==> config.mk <==
export PLATFORM = sky130hd
export DESIGN_NAME = conv_clock_select_sequencer
export DESIGN_NICKNAME = d
export VERILOG_FILES = /design/src/hdl/conv_clock_select_pkg.sv /design/src/hdl/conv_clock_select_sequencer.sv
export SDC_FILE = /design/constraint.sdc
export NUM_CORES = 1
export LEC_CHECK = 0
export ABC_CLOCK_PERIOD_IN_PS = 6800
export BUFFER_PORTS_ARGS = -buffer_cell sky130_fd_sc_hd__buf_2
export CORE_MARGIN = 2
export CORE_UTILIZATION = 50
export CTS_BUF_LIST = sky130_fd_sc_hd__clkbuf_4 sky130_fd_sc_hd__clkbuf_8
export CTS_CLUSTER_DIAMETER = 200
export DETAILED_ROUTE_END_ITERATION = 8
export PLACE_DENSITY = 0.8
export SLEW_MARGIN = 20
export SYNTH_ARGS = -nofsm -noshare
export SYNTH_HDL_FRONTEND = slang
export SYNTH_SLANG_ARGS = --single-unit
==> constraint.sdc <==
create_clock -name clk -period 6.8 [get_ports clk]
set_clock_uncertainty 0.1 [all_clocks]
set_input_delay 0 -clock clk [delete_from_list [all_inputs] [get_ports clk]]
set_output_delay 0 -clock clk [all_outputs]
set_load 0.01 [all_outputs]
==> src/hdl/conv_clock_select_pkg.sv <==
// Constants, register map and carrier types of the conversion sequencer.
// Assumes a classic Wishbone slave with 32-bit data and word-aligned registers.
package conv_clock_select_pkg;
  localparam int ADR_W = 10;
  // Register indices; byte address is four times the index
  localparam logic [7:0] IDX_INTCTL  = 8'h0B;
  localparam logic [7:0] IDX_FLAGS   = 8'h0C;
  localparam logic [7:0] IDX_RES_HI  = 8'h1E;
  localparam logic [7:0] IDX_CTL     = 8'h1F;
  localparam logic [7:0] IDX_PINDIR  = 8'h85;
  localparam logic [7:0] IDX_ENABLES = 8'h8C;
  localparam logic [7:0] IDX_RES_LO  = 8'h9E;
  localparam logic [7:0] IDX_ANALOG_SELECT_REG   = 8'h9F;
  // Values after reset and implemented bits
  localparam logic [7:0] RST_ZERO    = 8'h00;
  localparam logic [7:0] RST_PINDIR  = 8'h3F;
  localparam logic [7:0] RST_ANALOG_SELECT_REG   = 8'h0F;
  localparam logic [7:0] MASK_CTL    = 8'hCD;
  localparam logic [7:0] MASK_ANALOG_SELECT_REG  = 8'h7F;
  localparam logic [7:0] MASK_PINDIR = 8'h3F;
  localparam logic [7:0] MASK_FLAGS  = 8'hC9;
  // Field positions
  localparam int CTL_JUSTIFY = 7;
  localparam int CTL_REF     = 6;
  localparam int CTL_CHAN    = 2;
  localparam int CTL_GO      = 1;
  localparam int CTL_POWER   = 0;
  localparam int ANS_CLK     = 4;
  localparam int FLAG_DONE   = 6;
  localparam int INT_GLOBAL  = 7;
  localparam int INT_PERIPH  = 6;
  // Conversion timing in conversion-clock periods
  localparam logic [3:0] CONV_TADS  = 4'hB;
  localparam logic [1:0] ABORT_TADS = 2'h2;

  typedef struct packed {
    logic             cyc;
    logic             stb;
    logic             we;
    logic [ADR_W-1:0] adr;
    logic [3:0]       sel;
    logic [31:0]      dat;
  } conv_clock_select_wb_req_t;

  typedef struct packed {
    logic        ack;
    logic [31:0] dat;
  } conv_clock_select_wb_rsp_t;

  typedef struct packed {
    logic       active;
    logic       track;
    logic       hold;
    logic [3:0] chan_onehot;
    logic       ref_ext;
    logic [9:0] sar_code;
  } conv_clock_select_ana_t;

  typedef enum logic [3:0] {
    ST_OFF   = 4'h1,
    ST_ACQ   = 4'h2,
    ST_CONV  = 4'h4,
    ST_ABORT = 4'h8
  } conv_clock_select_state_t;
endpackage

==> src/hdl/conv_clock_select_sequencer.sv <==
// Conversion sequencer of a 10-bit SAR converter with Wishbone registers.
// Assumes comparator result is synchronous to clk; the RC oscillator input is synchronized to clk in two flops.
// Behaviour
// - Four inputs share one sample-and-hold
// - Successive approximation into result register pair
// - Control bits 3:2 select the channel
// - Control bit 6 picks external reference
// - Conversion lasts exactly eleven periods of a divided clock, ten to eleven of the RC clock
// - Select bits 6:4 pick conversion clock
// - Writing go one starts a conversion
// - Done clears go, sets flag, interrupts
// - Abort by clearing go keeps old result
// - Two ticks wait after an abort; the divider is not restarted, so the wait lasts one to two periods
// - Acquisition restarts itself after abort wait
// - Control bit 7 selects justification
// - Analog select bits disable digital buffers
// - Direction bits tristate pin drivers
// - Codes 0..3 map to inputs 0..3
// - Justify one right, zero left
// - Power bit enables the converter
`timescale 1ns/1ps
`default_nettype none
module conv_clock_select_sequencer
  import conv_clock_select_pkg::*;
#(
  parameter int RES_W = 10
) (
  // Clock and reset
  input  wire logic                  clk,
  input  wire logic                  arst_n,
  // Wishbone slave
  input  wire conv_clock_select_pkg::conv_clock_select_wb_req_t wb_req,
  output      conv_clock_select_pkg::conv_clock_select_wb_rsp_t wb_rsp,
  // Analog front end
  input  wire logic                  cmp_above,
  input  wire logic                  rc_osc,
  output      conv_clock_select_pkg::conv_clock_select_ana_t    ana,
  // Pins and interrupt
  output      logic [5:0]            pin_oe,
  output      logic [3:0]            dig_in_en,
  output      logic                  irq
);
  import conv_clock_select_pkg::*;

  // Register layout and SAR width are fixed
  if (RES_W != 10) begin : g_bad_width
    $error("RES_W must be 10");
  end

  function automatic logic [9:0] sar_step(input logic [9:0] code, input logic [3:0] bitn,
                                          input logic keep);
    logic [9:0] mask;
    mask = 10'h001 << bitn;
    sar_step = keep ? code : (code & ~mask);
    if (bitn != 4'h0) begin
      sar_step = sar_step | (mask >> 1);
    end
  endfunction

  function automatic logic [6:0] div_limit(input logic [2:0] code);
    div_limit = 7'((7'h02 << {code[1:0], code[2]}) - 7'h01);
  endfunction

  conv_clock_select_state_t st;
  conv_clock_select_state_t next_st;
  logic [7:0]  ctl;
  logic        go;
  logic [7:0]  analog_select_reg;
  logic [7:0]  pindir;
  logic [7:0]  flags;
  logic [7:0]  enables;
  logic [7:0]  intctl;
  logic [9:0]  sar;
  logic [9:0]  result;
  logic [3:0]  tcnt;
  logic [1:0]  acnt;
  logic [6:0]  div_cnt;
  logic        rc_meta;
  logic        rc_sync;
  logic        rc_prev;
  logic        ack;
  logic [7:0]  rd_q;

  // Bus decode
  wire         req      = wb_req.cyc & wb_req.stb;
  wire [7:0]   idx      = wb_req.adr[9:2];
  wire         wr       = req & ack & wb_req.we & wb_req.sel[0];
  wire [7:0]   wd       = wb_req.dat[7:0];
  wire         wr_ctl   = wr & (idx == IDX_CTL);
  wire         go_set   = wr_ctl & wd[CTL_GO];
  wire         go_clr   = wr_ctl & ~wd[CTL_GO];
  wire         power    = ctl[CTL_POWER];
  wire [2:0]   clk_code = analog_select_reg[ANS_CLK+2:ANS_CLK];
  wire         rc_mode  = (clk_code[1:0] == 2'b11);
  wire         rc_edge  = rc_sync & ~rc_prev;
  wire         div_hit  = (div_cnt == div_limit(clk_code));
  wire         tick     = rc_mode ? rc_edge : div_hit;
  wire         in_conv  = (st == ST_CONV);
  wire [3:0]   bitn     = 4'(4'h9 - (tcnt - 4'h1));
  wire [9:0]   sar_next = sar_step(sar, bitn, cmp_above);
  wire         done     = in_conv & tick & (tcnt == 4'(CONV_TADS - 4'h1));
  wire         abort    = in_conv & go_clr & ~done;
  wire         abort_end = (st == ST_ABORT) & tick & (acnt == 2'(ABORT_TADS - 2'h1));
  wire         rjust    = ctl[CTL_JUSTIFY];
  wire [7:0]   res_hi   = rjust ? {6'h00, result[9:8]} : result[9:2];
  wire [7:0]   res_lo   = rjust ? result[7:0] : {result[1:0], 6'h00};
  wire [7:0]   rd_val   = (idx == IDX_INTCTL)  ? intctl :
                          (idx == IDX_FLAGS)   ? flags :
                          (idx == IDX_RES_HI)  ? res_hi :
                          (idx == IDX_CTL)     ? (ctl | {6'h00, go, 1'b0}) :
                          (idx == IDX_PINDIR)  ? pindir :
                          (idx == IDX_ENABLES) ? enables :
                          (idx == IDX_RES_LO)  ? res_lo :
                          (idx == IDX_ANALOG_SELECT_REG)   ? analog_select_reg : 8'h00;

  always_comb begin
    next_st = st;
    case (st)
      ST_OFF:   next_st = power ? ST_ACQ : ST_OFF;
      ST_ACQ:   next_st = !power ? ST_OFF : (go_set ? ST_CONV : ST_ACQ);
      ST_CONV:  next_st = !power ? ST_OFF : (done ? ST_ACQ : (abort ? ST_ABORT : ST_CONV));
      ST_ABORT: next_st = !power ? ST_OFF : (abort_end ? ST_ACQ : ST_ABORT);
      default:  next_st = ST_OFF;
    endcase
  end

  always_ff @(posedge clk or negedge arst_n) begin
    if (!arst_n) begin
      st <= ST_OFF;
    end else begin
      st <= next_st;
    end
  end

  // Bus answer: one wait state, unmapped reads return zero
  always_ff @(posedge clk or negedge arst_n) begin
    if (!arst_n) begin
      ack  <= 1'b0;
      rd_q <= 8'h00;
    end else begin
      ack  <= req & ~ack;
      rd_q <= rd_val;
    end
  end

  // Software registers; hardware set of the done flag beats a clear
  always_ff @(posedge clk or negedge arst_n) begin
    if (!arst_n) begin
      ctl     <= RST_ZERO;
      analog_select_reg   <= RST_ANALOG_SELECT_REG;
      pindir  <= RST_PINDIR;
      enables <= RST_ZERO;
      intctl  <= RST_ZERO;
      flags   <= RST_ZERO;
    end else begin
      if (wr_ctl) ctl <= wd & MASK_CTL;
      if (wr && idx == IDX_ANALOG_SELECT_REG) analog_select_reg <= wd & MASK_ANALOG_SELECT_REG;
      if (wr && idx == IDX_PINDIR) pindir <= wd & MASK_PINDIR;
      if (wr && idx == IDX_ENABLES) enables <= wd & MASK_FLAGS;
      if (wr && idx == IDX_INTCTL) intctl <= wd;
      if (wr && idx == IDX_FLAGS) flags <= wd & MASK_FLAGS;
      if (done) flags[FLAG_DONE] <= 1'b1;
    end
  end

  // Go is only taken while acquiring, so a start with power-on is ignored
  always_ff @(posedge clk or negedge arst_n) begin
    if (!arst_n) begin
      go <= 1'b0;
    end else if (!power || done || go_clr) begin
      go <= 1'b0;
    end else if (st == ST_ACQ && go_set) begin
      go <= 1'b1;
    end
  end

  // Conversion-clock divider restarts at each start for a full first period
  always_ff @(posedge clk or negedge arst_n) begin
    if (!arst_n) begin
      div_cnt <= 7'h00;
      rc_meta <= 1'b0;
      rc_sync <= 1'b0;
      rc_prev <= 1'b0;
    end else begin
      div_cnt <= (div_hit || st == ST_OFF || st == ST_ACQ) ? 7'h00 : 7'(div_cnt + 7'h01);
      rc_meta <= rc_osc;
      rc_sync <= rc_meta;
      rc_prev <= rc_sync;
    end
  end

  // SAR: first period samples, then one bit per period, MSB first
  always_ff @(posedge clk or negedge arst_n) begin
    if (!arst_n) begin
      tcnt   <= 4'h0;
      acnt   <= 2'h0;
      sar    <= 10'h000;
      result <= 10'h000;
    end else begin
      if (st == ST_ACQ) begin
        tcnt <= 4'h0;
        acnt <= 2'h0;
        sar  <= 10'h200;
      end else if (in_conv && tick) begin
        tcnt <= 4'(tcnt + 4'h1);
        if (tcnt != 4'h0) sar <= sar_next;
      end else if (st == ST_ABORT && tick) begin
        acnt <= 2'(acnt + 2'h1);
      end
      if (done) result <= sar_next;
    end
  end

  assign wb_rsp.ack       = ack;
  assign wb_rsp.dat       = {24'h000000, rd_q};
  assign ana.active       = (st != ST_OFF);
  assign ana.track        = (st == ST_ACQ);
  assign ana.hold         = in_conv & (tcnt != 4'h0);
  assign ana.chan_onehot  = 4'h1 << ctl[CTL_CHAN+1:CTL_CHAN];
  assign ana.ref_ext      = ctl[CTL_REF];
  assign ana.sar_code     = sar;
  assign pin_oe           = ~pindir[5:0];
  assign dig_in_en        = ~analog_select_reg[3:0];
  assign irq              = flags[FLAG_DONE] & enables[FLAG_DONE] & intctl[INT_PERIPH] & intctl[INT_GLOBAL];

  // Checking helpers
  logic [3:0] ticks_seen;
  always_ff @(posedge clk or negedge arst_n) begin
    if (!arst_n) begin
      ticks_seen <= 4'h0;
    end else if (!in_conv) begin
      ticks_seen <= 4'h0;
    end else if (tick) begin
      ticks_seen <= 4'(ticks_seen + 4'h1);
    end
  end

  property p_done_flag;
    @(posedge clk) disable iff (!arst_n) done |=> flags[FLAG_DONE] && !go && st == ST_ACQ;
  endproperty
  a_done_flag: assert property (p_done_flag) else $error("done did not set flag or clear go");

  property p_eleven;
    @(posedge clk) disable iff (!arst_n) done |-> ticks_seen == 4'hA;
  endproperty
  a_eleven: assert property (p_eleven) else $error("conversion length not eleven periods");

  property p_abort_keep;
    @(posedge clk) disable iff (!arst_n) abort |=> $stable(result) && st == ST_ABORT;
  endproperty
  a_abort_keep: assert property (p_abort_keep) else $error("abort disturbed result");

  property p_abort_wait;
    @(posedge clk) disable iff (!arst_n) (st == ST_ABORT && tick && acnt == 2'h0 && power)
      |=> st == ST_ABORT;
  endproperty
  a_abort_wait: assert property (p_abort_wait) else $error("abort wait too short");

  property p_reacquire;
    @(posedge clk) disable iff (!arst_n) (abort_end && power) |=> st == ST_ACQ && ana.track;
  endproperty
  a_reacquire: assert property (p_reacquire) else $error("no acquisition after abort");

  property p_start;
    @(posedge clk) disable iff (!arst_n) (st == ST_ACQ && go_set && power) |=> go && in_conv;
  endproperty
  a_start: assert property (p_start) else $error("go did not start conversion");

  property p_justify;
    @(posedge clk) disable iff (!arst_n) rjust |-> res_hi[7:2] == 6'h00 && res_lo == result[7:0];
  endproperty
  a_justify: assert property (p_justify) else $error("right justification wrong");

  property p_power_off;
    @(posedge clk) disable iff (!arst_n) (!power && st != ST_OFF) |=> st == ST_OFF && !go;
  endproperty
  a_power_off: assert property (p_power_off) else $error("converter not shut off");

  property p_div2;
    @(posedge clk) disable iff (!arst_n) (in_conv && clk_code == 3'b000 && tick && !done)
      |=> !tick ##1 tick;
  endproperty
  a_div2: assert property (p_div2) else $error("divide by two spacing wrong");

  property p_channel;
    @(posedge clk) disable iff (!arst_n) ana.chan_onehot[ctl[CTL_CHAN+1:CTL_CHAN]]
      && $onehot(ana.chan_onehot);
  endproperty
  a_channel: assert property (p_channel) else $error("channel decode wrong");

  // A retry during the abort wait must not restart the converter
  property p_wait_refuses_go;
    @(posedge clk) disable iff (!arst_n) (st == ST_ABORT && go_set) |=> !go && !in_conv;
  endproperty
  a_wait_refuses_go: assert property (p_wait_refuses_go) else $error("go taken during abort wait");

  property p_off_quiet;
    @(posedge clk) disable iff (!arst_n) (st == ST_OFF) |-> !ana.track && !ana.hold && !go;
  endproperty
  a_off_quiet: assert property (p_off_quiet) else $error("converter busy while off");
endmodule
`default_nettype wire

; ---- Word-level counts from Yosys, hierarchy flattened
; Index checks and enable logic that the tools add are counted.
[word_totals]
reg_bits = 84
input_bits = 53
output_inout_bits = 62
elab_cells = 132
[classes]
add_sub_neg = 6
n_eq_ne = 18
shift = 3
n_mux = 35
n_bitwise = 29
n_reduce_logical = 22
[ops]
columns = operator, n
row1 = 8-bit 2-to-1 mux, 9
row2 = 10-bit 2-to-1 mux, 5
row3 = 8-bit equality test (second input constant), 4
row4 = 4-bit 2-to-1 mux, 7
row5 = 7-bit 2-to-1 mux, 3
row6 = 1-bit bitwise AND, 19
row7 = 8-bit by 4-bit equality test with 1-bit output (second input constant), 2
row8 = 8-bit by 5-bit equality test with 1-bit output (second input constant), 2
row9 = 4-bit one-hot mux with 4 select lines, 1
row10 = 10-bit bitwise AND, 1
row11 = 10-bit NOT, 1
row12 = 10-bit by 9-bit OR with 10-bit output, 1
row13 = 2-bit nonzero test, 5
row14 = 1-bit by 4-bit << shifter with 10-bit output (first input constant), 1
row15 = 4-bit equality test (second input constant), 2
row16 = 1-bit logical AND, 8
row17 = 2-bit 2-to-1 mux, 4
row18 = 8-bit by 2-bit OR with 8-bit output, 1
row19 = 4-bit nonzero test, 2
row20 = 7-bit by 1-bit adder with 7-bit output (second input constant), 1
row21 = 7-bit equality test, 1
row22 = 2-bit by 3-bit << shifter with 7-bit output (first input constant), 1
row23 = 7-bit by 1-bit subtractor with 7-bit output (second input constant), 1
row24 = 3-bit 2-to-1 mux, 2
row25 = other kinds (19), 29

; ---- Depth between registers and ports, before layout
[logic_depth]
ltp_word = 12
mapped_depth = 8
depth_no_buf = 8

; ---- Worst setup path after synthesis
; No wires, ideal clock.
[synth_path]
kind = reg2reg
start = register analog_select_reg[5]
end = register result[1]
setup_ps = 125
arrival_ps = 2212
t_required_ps = 6575
path_slack_ps = 4363
path_stages_with_launch = 9
n_path_buf = 2
period_less_slack_ps = 2437
cell_sequence = dfrtp_1 -> buf_6 -> xor2_1 -> or4_1 -> a21oi_2 -> a41oi_4 -> nor3_2 -> buf_6 -> mux2_2
[synth_via]
elab_chain_len = 6
word_cells_on_any_way = 7
cone_classes = 1 x add/sub / 2 x eq/ne / 1 x shift / 1 x mux / 2 x bitwise
[synth_lines]
columns = item, line_no
row1 = "start, declared", conv_clock_select_sequencer.sv:68  ; logic [7:0] analog_select_reg;
row2 = "start signal, assigned", conv_clock_select_sequencer.sv:157  ; if (wr && idx == IDX_ANALOG_SELECT_REG) analog_select_reg <= wd & MASK_ANALOG_SELECT_REG;
row3 = 2-bit by 3-bit << shifter with 7-bit output, conv_clock_select_sequencer.sv:61  ; div_limit = 7'((7'h02 << {code[1:0], code[2]}) - 7'h01);
row4 = 7-bit by 1-bit subtractor with 7-bit output, conv_clock_select_sequencer.sv:61
row5 = 7-bit equality test, conv_clock_select_sequencer.sv:96  ; wire div_hit = (div_cnt == div_limit(clk_code));
row6 = 1-bit 2-to-1 mux *, conv_clock_select_sequencer.sv:97  ; wire tick = rc_mode ? rc_edge : div_hit;
row7 = 1-bit bitwise AND * (2 in series), conv_clock_select_sequencer.sv:101  ; wire done = in_conv & tick & (tcnt == 4'(CONV_TADS - 4'h1));
row8 = "end signal, assigned", conv_clock_select_sequencer.sv:210  ; if (done) result <= sar_next;
row9 = "end, declared", conv_clock_select_sequencer.sv:74  ; logic [9:0] result;
; Mark *: on every way between the ends. The rest lies on a longest branch, timed or not.
; A chain may end at the register's enable or synchronous reset.

; ---- Worst setup path after layout
[layout_path]
start = register analog_select_reg[5]
end = register result[9]
; Same word-level chain as after synthesis.

==> key figures <==
Run status
  – Status: completed

Clock tree
  – Clk buf depth: 2
  – Cts repair resizes: 0
  – H-tree depth: 3
  – Clock transition at path regs: 0.09 ns
  – Clock tree from TritonCTS: built
  – Clock sinks: 84
  – Cts bufs inserted: 9
  – Clk Latency, worst-skew pair: around 0.36 ns
  – CTS Root Cell: clkbuf_8

Logic synthesis
  – Synth area leaders: dfrtp_1 (39%), mux2_2 (9.0%), dfstp_2 (6.2%)
  – Sequential area share after synthesis: 45.68%
  – Synth Cell Area: 4632 um2
  – Leading area contributor after synthesis: dfrtp_1
  – Synth Instances: 469
  – Synth warnings: 0
  – Ys async rst share: 100.0%
  – Synthesis-stage register bit count: 84
  – Post-synth top flop: dfrtp_1
  – Synth cell types: 62
  – Post-synth top area share: around two fifths
  – Avg Synthesized Cell Area: 9.876 um2
  – EDFF count, synth: 0
  – Most numerous cell in the Yosys netlist: dfrtp_1
  – Commonest cells in the netlist: dfrtp_1 (73), nand2_1 (45), mux2_2 (37)

Place
  – Placed instance area: 4908 um2
  – Port Buf Inserts: 61
  – Placed Cells incl. Taps: 625
  – Pre-CTS WS: roughly 3.7 ns
  – RD Place Congestion: 0.9356
  – DP Wirelength: 7642 um

Layout
  – Layout area overhead: 14.07%
  – Largest registers: result x10, sar x10
  – # fillers: 757
  – Final non-filler cell area: roughly 5300 um2
  – Layout cells sized above 1: 24.73%
  – Final nets: 603
  – Antenna fix cells: 0
  – Final cell count without fillers: 657

Global routing
  – Largest net degree at the start of global routing: 85
  – Vias in the first global route: approximately 3600
  – Gr ovfl total: 0
  – Initial antenna violation count: 0
  – GRT Util Overall: 22.74%
  – First-pass GRT wire length: 18070 um

Setup path
  – CP required: between 6 and 7 ns
  – R2r worst-path depth: 6
  – Crit Path Category: flip-flop to flip-flop
  – Critical Path Source Type: flip-flop
  – RR Startpoint: analog_select_reg[5]$_DFFE_PN0P_
  – Critical Path AT: 3.30 ns
  – Crit end category: flip-flop
  – Worst Setup SP: analog_select_reg[5]$_DFFE_PN0P_
  – Peak fanout along the critical path: 18

Pwr
  – Leakage power total: 2.500 nW
  – VDD IR max: 0.1256 mV
  – Pwr Density: 174.9 nW/um2

Route
  – DRC violations left: 0
  – Routed wire length: 10870 um
  – Final ANT Viol Nets: 0
  – Pre-Repair DR Iteration Count: 5
  – DR iter-0 viols: 406
  – Vias per cell: about 6
  – Drt wl/cell: ~17 um
  – Vias: 3841

Min path
  – Worst hold path type: input pin to flip-flop
  – Cells on Worst Hold Path: 3
  – Hold_sp: wb_req[45]

STA
  – Setup TNS: 0 ns
  – RSZ-0062 raised after global routing: no
  – Slew Viols, Final: 0
  – Tmin final: ~3.2 ns
  – Final worst slack: 3.635 ns
  – Slew @ Worst Pin: 0.8928 ns
  – Final Hold Fails: 0
  – Fmax: 316.0 MHz
  – Setup violations, final: 0
  – Slew headroom: 40.16%
  – Period utilization: 46.54%

Floorplanning
  – Starting density of the core: 50.85%
  – Core area: 9109 um2
  – Height of the die: 100.3 um
  – Die Wd: 100.3 um
  – Core Rows: 35
  – I/O pin count: ~120
  – DIE AREA: 10050 um2

Run
  – Max-Cap Viols: 0
-- kinds of logic (layout without fill, tap and decap cells) --
kind of cell             after synthesis  in the layout  synth area share [%]
flip-flops                            84             84                 45.68
adder cells (fa/ha/maj)                9              9                 2.431
buffers and inverters                 67            121                 7.969
AO/OA/AOI/OAI                        104            104                 15.02
multiplexers                          42             42                 10.08
XOR/XNOR                              12             12                 2.269
other                                  1             24               0.08096
AND/OR/NAND/NOR                      150            150                 16.48
-- path summary, 6_finish.rpt --
kind	slack (ns)	end
min in group asynchronous	0.15	intctl[3]$_DFFE_PN0P_
min	0.008	rd_q[6]$_DFF_PN0_
max reg2reg	3.64	result[9]$_DFFE_PN0P_
min reg2reg	0.25	rc_sync$_DFF_PN0_
max	3.64	result[9]$_DFFE_PN0P_
max in group asynchronous	5.93	rc_meta$_DFF_PN0_
-- layer usage --
metal | global-route usage (%) | up-vias | routed length (um)
met3 | 4.109 | 21 | 751
met2 | 36.65 | 167 | 5232
li1 | - | 1767 | -
met5 | 0 | - | 0
met1 | 30.86 | 1886 | 4656
met4 | 8.430 | 0 | 228
-- cells in the final DEF (no fill, tap or decap), types with 6 or more instances in the layout --
cell type,n
nand3b_1,6
buf_2,60
clkbuf_8,11
a22oi_1,9
a21oi_1,30
dfstp_2,11
nor2b_1,8
o21ai_0,23
xor2_1,7
dlygate4sd3_1,16
mux2_2,37
conb_1,24
nand2_1,45
inv_1,25
nand3_1,22
and3_1,6
nor2_1,32
ha_1,9
dfrtp_1,73
-- metrics by stage --
stage / utilization [%] / power, mW / hold slack (ns)
after floorplan: - / 0.5386 / -0.3956
after global placement: 53.89 / 0.5510 / 0.01801
after detailed placement: 53.89 / 0.5518 / 0.01947
after CTS: 57.97 / 0.9285 / 0.003104
after global routing: 58.01 / 0.9577 / 0.04102
final: 58.01 / 0.9240 / 0.007866
-- worst max-delay path: stages (launching register included) --
cell and delay (ns):
dfrtp_1 0.48, xor2_1 0.20, or4_1 0.44, a21oi_2 0.26, a41oi_4 0.31, nor3_2 0.82, mux2_2 0.42
-- cell type report --
type,instances,area (um2),area share (%)
timing repair buffer,79,486.7,9.211
clock inverter,3,45.04,0.8525
tap,111,138.9,2.628
clock buffer,13,166.4,3.149
multi-input combinational,341,2233,42.27
sequential,84,2116,40.04
inverter,26,97.59,1.847
-- what timing repair did --
item                      CTS  global route
hold endpoints to repair  116             0
buffers inserted            0             0
hold buffers               16             0
-- report_power, final --
group          leakage [nW]  internal, mW  switching [mW]  total (mW)
Clock                 0.103         0.198           0.177       0.375
Sequential             1.08         0.501         0.00110       0.503
Combinational          1.32        0.0155          0.0312      0.0467
Power figures use the tool's default switching activity.
